File: src/design/core_consts.vh
`ifndef CORE_CONSTS_VH
`define CORE_CONSTS_VH
// instruction cycle timing
`define CLK_NS 10
`define CYC_NS 250
`define CYC_CLKS (`CYC_NS / `CLK_NS)
`define Q2_AT (`CYC_CLKS / 4)
`define Q3_AT (`CYC_CLKS / 2)
`define Q4_AT ((3 * `CYC_CLKS) / 4)
`define PH_LAST (`CYC_CLKS - 1)
// instruction fields
`define F_OP 15:13
`define F_SPORT 12
`define F_SREG 11:9
`define F_SBANK 9
`define F_ROT 8:6
`define F_DPORT 5
`define F_DREG 4:2
`define F_DBANK 4
`define F_SHIFT 3:2
`define F_LEN 1:0
`define F_IMM 12:5
`define F_LOW 4:0
`define F_HOLD 5
`define F_XPORT 1
`define F_XBANK 0
// operation codes, aux register index and reset values
`define OP_MOVE 3'h0
`define OP_ADD 3'h1
`define OP_AND 3'h2
`define OP_XOR 3'h3
`define OP_XMIT 3'h4
`define OP_CBR 3'h5
`define OP_JMP 3'h6
`define OP_SEL 3'h7
`define AUX_IDX 3'h0
`define PC_RST 13'h1fff
`define IR_RST 16'h0000
// register map
`define RA_CTRL 8'h00
`define RA_STAT 8'h04
`define RA_SEL 8'h08
`define RA_AUX 8'h0c
`define CTRL_RST 1'b0
`endif

File: src/design/io_core.v
`timescale 1ns/10ps
`include "core_consts.vh"

module io_core (
   input wire hclk,
   input wire hresetn,
   input wire hsel,
   input wire [31:0] haddr,
   input wire [1:0] htrans,
   input wire hwrite,
   input wire [2:0] hsize,
   input wire [31:0] hwdata,
   input wire hready,
   output wire [31:0] hrdata,
   output wire hreadyout,
   output wire hresp,
   input wire [15:0] instr_data_in,
   output wire [12:0] instruction_address_lines,
   input wire [7:0] interface_vector_bus_in,
   output wire [7:0] interface_vector_bus_out,
   output wire interface_vector_bus_oe_n,
   output wire left_bank_enable,
   output wire right_bank_enable,
   output wire write_control,
   output wire select_control,
   output wire master_clock
);

localparam integer PH_Q2 = `Q2_AT;
localparam integer PH_Q3 = `Q3_AT;
localparam integer PH_Q4 = `Q4_AT;
localparam integer PH_LAST = `PH_LAST;

function [7:0] rotr;
   input [7:0] v;
   input [2:0] n;
   begin
      rotr = (v >> n) | (v << (4'h8 - {1'b0, n}));
   end
endfunction

function [7:0] lenmask;
   input [1:0] c;
   begin
      lenmask = 8'hff >> {c, 1'b0} >> (c == 2'h3 ? 1 : 0);
   end
endfunction

////////////////////////////////////////////////////////////////////////
// pin synchronisers
reg [15:0] instr_m_q, instr_s_q;
reg [7:0] iv_m_q, iv_s_q;

always @(posedge hclk or negedge hresetn) begin
   if (!hresetn) begin
      instr_m_q <= 16'h0000;
      instr_s_q <= 16'h0000;
      iv_m_q <= 8'h00;
      iv_s_q <= 8'h00;
   end else begin
      instr_m_q <= instr_data_in;
      instr_s_q <= instr_m_q;
      iv_m_q <= interface_vector_bus_in;
      iv_s_q <= iv_m_q;
   end
end

////////////////////////////////////////////////////////////////////////
// core state
reg [4:0] phase_q;
reg run_q;
reg [15:0] ir_q;
reg [12:0] cur_pc_q, addr_q;
reg [7:0] rf_q [0:7];
reg ovf_q;
reg [7:0] in_q;
reg [7:0] sel_l_q, sel_r_q;
reg [7:0] iv_out_q;
reg iv_oe_n_q, lb_q, rb_q, wc_q, sc_q, mclk_q;
integer i;

wire [2:0] op = ir_q[`F_OP];
wire src_port = ir_q[`F_SPORT] && op != `OP_XMIT;
wire [7:0] src_val = src_port ? in_q : rf_q[ir_q[`F_SREG]];
wire [7:0] msk = lenmask(ir_q[`F_LEN]);
wire [7:0] opnd = rotr(src_val, ir_q[`F_ROT]) & msk;
wire [7:0] aux = rf_q[`AUX_IDX];
wire [8:0] sum = {1'b0, aux} + {1'b0, opnd};
wire is_data = op <= `OP_XOR;
wire dst_port = is_data ? ir_q[`F_DPORT] : (op == `OP_XMIT && ir_q[`F_XPORT]);
wire dst_bank = is_data ? ir_q[`F_DBANK] : ir_q[`F_XBANK];
wire [2:0] shamt = is_data ? {1'b0, ir_q[`F_SHIFT]} : 3'h0;
wire [7:0] fmask = (op == `OP_XMIT ? 8'hff : msk) << shamt;
reg [7:0] res;
reg [12:0] next_pc;

always @* begin
   case (op)
      `OP_ADD: res = sum[7:0];
      `OP_AND: res = aux & opnd;
      `OP_XOR: res = aux ^ opnd;
      `OP_XMIT: res = ir_q[`F_IMM];
      default: res = opnd;
   endcase
end

// hazard: merge reuses the byte latched in q2, so a partial write keeps the source port's other bits
wire [7:0] port_byte = ((res << shamt) & fmask) | (in_q & ~fmask);

always @* begin
   case (op)
      `OP_CBR: next_pc = {opnd, ir_q[`F_LOW]};
      `OP_JMP: next_pc = ir_q[`F_HOLD] ? cur_pc_q : {cur_pc_q[12:5], ir_q[`F_LOW]};
      default: next_pc = cur_pc_q + 13'h0001;
   endcase
end

////////////////////////////////////////////////////////////////////////
// instruction cycle sequencer
always @(posedge hclk or negedge hresetn) begin
   if (!hresetn) begin
      phase_q <= 5'h00;
      ir_q <= `IR_RST;
      cur_pc_q <= `PC_RST;
      addr_q <= `PC_RST;
      ovf_q <= 1'b0;
      in_q <= 8'h00;
      sel_l_q <= 8'h00;
      sel_r_q <= 8'h00;
      iv_out_q <= 8'h00;
      iv_oe_n_q <= 1'b1;
      lb_q <= 1'b1;
      rb_q <= 1'b0;
      wc_q <= 1'b0;
      sc_q <= 1'b0;
      mclk_q <= 1'b0;
      for (i = 0; i < 8; i = i + 1) begin
         rf_q[i] <= 8'h00;
      end
   end else if (run_q) begin
      phase_q <= (phase_q == PH_LAST) ? 5'h00 : phase_q + 5'h01;
      if (phase_q == 5'h00) begin
         mclk_q <= 1'b1;
      end
      if (phase_q == PH_Q2) begin
         in_q <= iv_s_q;
      end
      if (phase_q == PH_Q3) begin
         mclk_q <= 1'b0;
         addr_q <= next_pc;
         lb_q <= (op == `OP_SEL) ? !ir_q[`F_XBANK] : !dst_bank;
         rb_q <= (op == `OP_SEL) ? ir_q[`F_XBANK] : dst_bank;
         if (op == `OP_SEL) begin
            iv_out_q <= ir_q[`F_IMM];
            iv_oe_n_q <= 1'b0;
            if (ir_q[`F_XBANK]) begin
               sel_r_q <= ir_q[`F_IMM];
            end else begin
               sel_l_q <= ir_q[`F_IMM];
            end
         end else if (dst_port) begin
            iv_out_q <= port_byte;
            iv_oe_n_q <= 1'b0;
         end else if (is_data || op == `OP_XMIT) begin
            rf_q[is_data ? ir_q[`F_DREG] : ir_q[`F_DREG]] <= res;
         end
         if (op == `OP_ADD) begin
            ovf_q <= sum[8];
         end
      end
      if (phase_q == PH_Q4) begin
         sc_q <= (op == `OP_SEL);
         wc_q <= dst_port;
      end
      if (phase_q == PH_LAST) begin
         wc_q <= 1'b0;
         sc_q <= 1'b0;
         iv_oe_n_q <= 1'b1;
         ir_q <= instr_s_q;
         cur_pc_q <= addr_q;
         lb_q <= !instr_s_q[`F_SBANK];
         rb_q <= instr_s_q[`F_SBANK];
      end
   end
end

////////////////////////////////////////////////////////////////////////
// ahb-lite register slave, zero wait states
reg [7:0] wa_q;
reg wr_pend_q;
reg [31:0] hrdata_q;
reg hreadyout_q;
reg hresp_q;
wire take = hsel && hready && htrans[1];

function [31:0] rd_mux;
   input [7:0] a;
   begin
      case (a)
         `RA_CTRL: rd_mux = {31'h0, run_q};
         `RA_STAT: rd_mux = {2'h0, cur_pc_q, addr_q, 3'h0, ovf_q};
         `RA_SEL: rd_mux = {16'h0, sel_r_q, sel_l_q};
         `RA_AUX: rd_mux = {16'h0, rf_q[7], rf_q[`AUX_IDX]};
         default: rd_mux = 32'h0;
      endcase
   end
endfunction

always @(posedge hclk or negedge hresetn) begin
   if (!hresetn) begin
      wa_q <= 8'h00;
      wr_pend_q <= 1'b0;
      hrdata_q <= 32'h0;
      hreadyout_q <= 1'b1;
      hresp_q <= 1'b0;
      run_q <= `CTRL_RST;
   end else begin
      hreadyout_q <= 1'b1;
      hresp_q <= 1'b0;
      wr_pend_q <= take && hwrite;
      if (take) begin
         wa_q <= haddr[7:0];
      end
      if (take && !hwrite) begin
         hrdata_q <= rd_mux(haddr[7:0]);
      end
      if (wr_pend_q && wa_q == `RA_CTRL) begin
         run_q <= hwdata[0];
      end
   end
end

assign hrdata = hrdata_q;
assign hreadyout = hreadyout_q;
assign hresp = hresp_q;
assign instruction_address_lines = addr_q;
assign interface_vector_bus_out = iv_out_q;
assign interface_vector_bus_oe_n = iv_oe_n_q;
assign left_bank_enable = lb_q;
assign right_bank_enable = rb_q;
assign write_control = wc_q;
assign select_control = sc_q;
assign master_clock = mclk_q;

endmodule // io_core

File: config.mk
export PLATFORM = sky130hd
export DESIGN_NAME = io_core
export DESIGN_NICKNAME = d
export VERILOG_FILES = /design/src/design/io_core.v
export VERILOG_INCLUDE_DIRS = /design/src /design/src/design
export SDC_FILE = /design/constraint.sdc
export NUM_CORES = 1
export LEC_CHECK = 0
export BUFFER_PORTS_ARGS = -buffer_cell sky130_fd_sc_hd__buf_4
export CORE_ASPECT_RATIO = 1.2
export CORE_MARGIN = 2
export CORE_UTILIZATION = 47
export CTS_CLUSTER_DIAMETER = 200
export CTS_CLUSTER_SIZE = 24
export DETAILED_ROUTE_END_ITERATION = 16
export PLACE_DENSITY = 0.71
export SLEW_MARGIN = 20
export SYNTH_ARGS = -nofsm -noshare
export SYNTH_HDL_FRONTEND = slang
export SYNTH_SLANG_ARGS = --single-unit
File: constraint.sdc
create_clock -name hclk -period 12.87 [get_ports hclk]
set_input_delay 2.574 -clock hclk [delete_from_list [all_inputs] [get_ports hclk]]
set_output_delay 2.574 -clock hclk [all_outputs]
set_load 0.02 [all_outputs]
==> results.md, run 1 <==
* Flops & latches, synth at 238
* Final setup viols at 0
* Status: finished clean
* Placed wire-length estimate at 23100 um
* CTS tree: yes
* Number of global-route vias before repair at approximately 8800
* Unrepaired setup endpoints after global routing: no
* Seq/Total Area, Yosys at 50.0%
* Logic gate share of total power at 52.9%
* Chip height at 179 um
* First DRT Iteration DRCs at 776
* Clock sinks at 238
* WS Path Type: flip-flop to flip-flop
* Total core area at roughly 0.025 sq mm
* Fin Hold WS at 0.343 ns
* Initial antenna violation count at 0
* Leakage power at 5.95 nW
* Fin crit period at 6.19 ns
* Clk slew on worst S/H paths at roughly 0.1 ns
* Clock skew at 0.0242 ns
* Final Hold Viols at 0
* Final Max Slew Viols at 0
* Setup TNS at 0 ns
* Worst-path maximum fanout at 26
* Routed wire per std cell at 21.3 um
* Area grow syn2layout at 10.8%
* Vias/cell at slightly above 6
* Ant diodes at 0
* Fmax at 162 MHz
* YS warnings at 0
* Commonest non-fill, non-tap cell in the layout: dfrtp_1
* Port bufs at 95
* Clk root buf: clkbuf_16
* Post-synthesis cell type count at 86
* Post-synthesis instance total at 1132
* Clk Latency, worst-skew pair at 0.49 ns
* Final period utilization at 48.1%
* Final net count at 1294
* Final RePlAce weighted congestion at 0.944
* Power density over the cells at 250 mW/mm^2
* Max-cap violations at 0
* Avg Inst Size Synth at 10.6 sq um
* Cell-internal power at 1.73 mW
* Boundary Pins at 159
* Cts repair resizes at 0
* Post-CTS Setup Inserts at 0
* H-tree depth at 1
* Prevailing post-synth register cell: dfrtp_1
* Flop pwr share at between 30% and 40%
* Sw Ratio at between 40% and 50%
* CTS Buffer Depth at 3
* Hold/Removal Path Class: flip-flop to flip-flop
* Gr ovfl total at 0
* Number of synthesized flops with an enable pin at 0
* Final wirelength at 32300 um
* GRT Util Overall at around a quarter
* P_sw at 1.58 mW
* Asr flop ratio synth at 100%
* Peak VDD IR at roughly 0.13 mV
* Worst Tran Pin Value at 1.05 ns
* CP arrival at about 6.6 ns
* Layout cells sized above 1 at 26.0%
* Die ar. at 0.0268 sq mm
* Final worst slack at 6.68 ns
* Max-slew headroom at 30.0%
* WP data required at 13.29 ns
* DRC violations left at 0
* Vias at 9230
* Antenna-violating nets left at 0
* Synthesized cell area at 0.0120 sq mm
* First-pass GRT wire length at between 50000 and 60000 um
* Pre-CTS setup slack at ~6.9 ns
* Worst setup SP type: flip-flop
* Clk pwr share at 13.1%
* Hold Buf Count CTS at 0
* Initial core utilization at 47.4%
* First-pass DRT Iterations at 6
* CP endpoint kind: flip-flop
* FP Rows at 64
* Die Wd at ~150 um
* Most frequent cells in the layout: 210 x dfrtp_1, 125 x mux2_2, 111 x buf_4, 103 x nand2_1, 78 x nor2_1
* Largest net degree at the start of global routing at between 100 and 150
* CTS Buf Count at 13
## sequential cells by signal (all words and copies together) (netlist names), 13 cells and up
signal                     flops
instr_m_q                     16
hrdata                        30
rf_q                          56
cur_pc_q                      13
instruction_address_lines     13
ir_q                          16
instr_s_q                     16
## final cells by class
| class | count | area (sq um) |
|---|---|---|
| tap | 330 | 413 |
| clock buffer | 21 | 365 |
| multi-input combinational | 792 | 5570 |
| inverter | 25 | 93.8 |
| sequential | 238 | 5990 |
| fill | 2287 | 12000 |
| timing repair buffer | 112 | 848 |
## synthesized netlist by cell type, types with 7 or more instances
cell type	count	area, sq um
a21oi_1	51	255
a22oi_1	16	120
dfstp_2	28	736
mux2_2	125	1410
xnor2_1	7	61.3
inv_1	24	90.1
buf_4	7	52.6
nor2b_1	8	50.1
o21ai_1	9	45.0
nand3_1	36	180
ha_1	13	163
nor2_1	78	293
nor3_1	22	110
mux2i_1	27	270
a31oi_1	12	75.1
and3_1	9	56.3
o22ai_1	16	100
o211ai_1	12	90.1
a22o_1	25	219
dfrtp_1	210	5260
a21o_1	8	60.1
o21ai_0	76	380
nand2b_1	14	87.6
nand4_1	7	43.8
clkbuf_1	60	225
nand2_1	103	387
## worst paths after layout
kind                                        startpoint                                 endpoint  slack (ns)  cells past startpoint
max in group asynchronous                      hresetn  interface_vector_bus_out[0]$_DFFE_PN0P_        9.39                      2
min in group asynchronous                      hresetn                      wa_q[1]$_DFFE_PN0P_        2.17                      1
worst min register to register  instr_m_q[0]$_DFF_PN0_                   instr_s_q[0]$_DFF_PN0_        0.34                      0
worst max register to register    ir_q[14]$_DFFE_PN0P_  interface_vector_bus_out[6]$_DFFE_PN0P_        6.68                     18
worst max-delay path              ir_q[14]$_DFFE_PN0P_  interface_vector_bus_out[6]$_DFFE_PN0P_        6.68                     18
worst min-delay path            instr_m_q[0]$_DFF_PN0_                   instr_s_q[0]$_DFF_PN0_        0.34                      0
## metal layers
layer  vias up  wire [um]  GRT usage [%]
li1       4220          -              -
met1      4638      13900           32.8
met2       308      15700           41.1
met3        64       1530           2.24
met4         0       1200           8.84
met5         -          0              0
## worst max-delay path, cell delays in order, from the launching register on
cell and delay, ns:
dfrtp_1 0.69, or3b_1 0.48, buf_4 0.22, and2_1 0.43
o31ai_2 0.79, nand3_1 0.15, o21ai_1 0.14, a221oi_2 0.12
a21oi_1 0.43, ha_1 0.33, a21o_1 0.18, a21oi_1 0.23
o21ai_0 0.19, a21oi_1 0.22, xnor2_1 0.14, a21oi_1 0.14
a211oi_2 0.87, a32oi_1 0.15, a21oi_1 0.18
## power by group through the flow
stage                     Combinational [mW]  Clock [mW]  Sequential, mW
after floorplan                         1.25           0            1.03
after global placement                  1.71           0            1.13
after detailed placement                1.72           0            1.14
after CTS                               1.72       0.446            1.12
after global routing                    1.88       0.473            1.15
final                                   1.75       0.433            1.13
## through the flow
step / util, % / area [sq um] / cells / power, mW
after floorplan: - / 12000 / 1134 / 2.28
after global placement: 51.0 / 12900 / 1497 / 2.84
after detailed placement: 51.0 / 12900 / 1497 / 2.85
after CTS: 52.5 / 13300 / 1518 / 3.29
after global routing: 52.5 / 13300 / 1518 / 3.50
final: 52.5 / 13300 / 1518 / 3.31
## cells by family after synthesis
| logic type | count (synthesis) | synth area share [%] |
|---|---|---|
| AND/OR/NAND/NOR | 309 | 12.1 |
| AO/OA/AOI/OAI | 304 | 17.9 |
| flip-flops | 238 | 50.0 |
| multiplexers | 153 | 14.2 |
| buffers and inverters | 104 | 3.65 |
| adder cells (fa/ha/maj) | 14 | 1.52 |
| XOR/XNOR | 8 | 0.585 |
| other | 2 | 0.0627 |
No activity file was read; power rests on OpenSTA's default activity.
==> run 2: changes to the inputs <==
Settings changed: ABC_AREA set to 1, PLACE_DENSITY 0.71 to 0.74.
Clock period 12.87 ns to 5 ns, I/O delays scaled along.
==> results.md, run 2 <==
* Status: finished clean
* Clock skew at 0.0243 ns
* FP Rows at 62
* Largest family of logic cells by synthesized area: simple AND/OR/NAND/NOR gates
* Prevailing post-synth register cell: dfrtp_1
* Clk root buf: clkbuf_16
* Share of the synthesized area in the top cell type at 46.1%
* Post-synthesis mux area share at less than 1%
* Fin crit period at 4.39 ns
* Cts repair resizes at 0
* CP endpoint kind: flip-flop
* DRC violations left at 0
* Flops & latches, synth at 238
* Seq/Total Area, Yosys at between 50% and 60%
* Clk pwr share at 14.9%
* Leakage power at 5.99 nW
* Final period utilization at between 80% and 90%
* WP data required at 5.43 ns
* Largest cells by area after synthesis: dfrtp_1 46%, nand2_1 13%, o21ai_0 6.8%, nand3_1 6.6%, dfstp_2 6.4%
* Avg Inst Size Synth at between 8 and 9 sq um
* Vias/cell at around 5.4
* First-pass DRT Iterations at 5
* Chip height at 175 um
* Cell-internal power at 3.87 mW
* Post-synthesis simple-gate area fraction at 23.7%
* RR Endpoint: interface_vector_bus_out[6]$_DFFE_PN0P_
* Clk slew on worst S/H paths at 0.11 ns
* Gr ovfl total at 0
* Final setup viols at 0
* YS warnings at 0
* Unrepaired setup endpoints after global routing: no
* CTS Buf Count at 13
* Largest reg by FF count: rf_q
* Final wirelength at around 31000 um
* Count leader, synth: nand2_1
* Area grow syn2layout at 11.8%
* Boundary Pins at 159
* Slowest cell on crit path: inv_1
* Placed wire-length estimate at 22600 um
* Commonest non-fill, non-tap cell in the layout: nand2_1
* Number of global-route vias before repair at 9433
* Routed wire per std cell at 17.2 um
* Post-CTS Setup Inserts at 0
* Vias at 9756
* R2R cell count at 28
* Synth Area in Compound Gates at roughly 13%
* Port bufs at 95
* Ant diodes at 0
* Synth cell count leaders: 391 x nand2_1, 210 x dfrtp_1, 155 x o21ai_0
* First DRT Iteration DRCs at 853
* Die ar. at 0.0255 sq mm
* Crit-path max cell delay at about 0.55 ns
* Final worst slack at 0.612 ns
* Most frequent cells in the layout: 391 x nand2_1, 210 x dfrtp_1, 155 x o21ai_0, 151 x nand3_1, 148 x inv_1
* Setup TNS at 0 ns
* Flop-to-flop setup slack at 0.61 ns
* WS Path Type: flip-flop to flip-flop
* CP arrival at 4.81 ns
* Initial antenna violation count at 0
* Clock sinks at approximately 240
* First-pass GRT wire length at 49900 um
* Hold depth at 0
* Worst hold endpoint: instr_s_q[10]$_DFF_PN0_
* Power density over the cells at 591 mW/mm^2
* Clk Latency, worst-skew pair at 0.50 ns
* P_sw at 3.67 mW
* Initial core utilization at 47.7%
* Worst r2r src: ir_q[11]$_DFFE_PN0P_
* Antenna-violating nets left at 0
* Layout cells sized above 1 at between 10% and 20%
* Number of synthesized flops with an enable pin at 0
* Crit path buffers/inverters at 2
* CTS Buffer Depth at 3
* Worst setup SP type: flip-flop
* Total core area at approximately 0.024 sq mm
* Final Max Slew Viols at 0
* Synth Area in Adders at between 1.5 and 2%
* Asr flop ratio synth at 100%
* Logic gate share of total power at 51.4%
* CTS tree: yes
* Max-slew headroom at 35.4%
* Worst-path maximum fanout at 13
* Crit path max-delay family: simple AND/OR/NAND/NOR gates
* Peak VDD IR at 0.362 mV
* Final Hold Viols at 0
* Synthesized cell area at 0.0114 sq mm
* Flop pwr share at 33.8%
* Post-synthesis cell type count at 46
* Final net count at between 1500 and 2000
* Final Power at 7.54 mW
* Fmax at 228 MHz
* Synth area leader: dfrtp_1
* Hold Buf Count CTS at 0
* Final RePlAce weighted congestion at 0.945
* Hold/Removal Path Class: flip-flop to flip-flop
* Cell repeated most along the worst path: nand2_1
* Max-cap violations at 0
* Post-synthesis instance total at 1397
* H-tree depth at 1
* Worst Tran Pin Value at just under 1 ns
* Pre-CTS setup slack at 0.730 ns
* Die Wd at 146 um
* Sw Ratio at 48.7%
* GRT Util Overall at between 20% and 30%
* XOR/XNOR Fraction of Synth Area at less than 1%
* Largest net degree at the start of global routing at roughly 130
* Max reg flops at 56
* Hold Path Origin: instr_m_q[10]$_DFF_PN0_
[run 2: how the worst max path moves through the flow]
stage,startpoint,end,slack (ns),cells past startpoint
6_report,ir_q[11]$_DFFE_PN0P_,interface_vector_bus_out[6]$_DFFE_PN0P_,0.61,28
3_3_place_gp,ir_q[11]$_DFFE_PN0P_,interface_vector_bus_out[6]$_DFFE_PN0P_,0.73,28
2_1_floorplan,ir_q[7]$_DFFE_PN0P_,interface_vector_bus_out[6]$_DFFE_PN0P_,1.44,30
5_1_grt,ir_q[11]$_DFFE_PN0P_,interface_vector_bus_out[7]$_DFFE_PN0P_,0.28,24
3_5_place_dp,ir_q[11]$_DFFE_PN0P_,interface_vector_bus_out[7]$_DFFE_PN0P_,0.73,23
4_1_cts,ir_q[11]$_DFFE_PN0P_,interface_vector_bus_out[7]$_DFFE_PN0P_,0.70,23
[run 2: kinds of logic (layout without fill, tap and decap cells)]
group,after synthesis,in the layout
compound gates,266,266
simple gates,646,646
buf+inv,217,293
mux,10,10
other cells,2,4
xor+xnor,4,4
flops,238,238
fa+ha+maj,14,14
[run 2: per-stage QoR]
step | hold slack [ns] | util [%] | cell area, sq um | instances
finish | 0.331 | 53.4 | 12800 | 1795
global route | 0.356 | 53.4 | 12800 | 1795
CTS | 0.341 | 53.4 | 12800 | 1795
detailed placement | 0.335 | 51.9 | 12400 | 1774
global placement | 0.331 | 51.9 | 12400 | 1774
floorplan | 0.331 | - | 11400 | 1399
[run 2: area by class of cell]
class	instances	area, sq um
flip-flops and latches	238	5990
multi-input cells	944	4520
repair buffers	116	891
fillers	2331	11100
well taps	320	400
clock buffers	21	365
inverters	156	591
[run 2: power groups by stage]
stage / clock (mW) / combinational, mW / sequential (mW)
finish: 1.12 / 3.87 / 2.55
global route: 1.21 / 4.28 / 2.58
CTS: 1.15 / 3.81 / 2.54
detailed placement: 0 / 3.80 / 2.58
global placement: 0 / 3.79 / 2.57
floorplan: 0 / 2.57 / 2.51
[run 2: worst reg2reg max path, delay by kind of cell (launching register included)]
family / cells / cell delay, ns
and+or+nand+nor: 21 / 2.08
adders and majority gates: 2 / 0.68
AOI/OAI and AO/OA: 3 / 0.44
DFF: 1 / 0.53
buffers and inverters: 2 / 0.60
[run 2: routing by layer]
metal	up-vias	part of all wire, %	track usage [%]
li1	4701	-	-
met1	4681	43	33.4
met2	306	48	40.3
met3	68	5.6	2.82
met4	0	3.4	9.34
met5	-	0	0
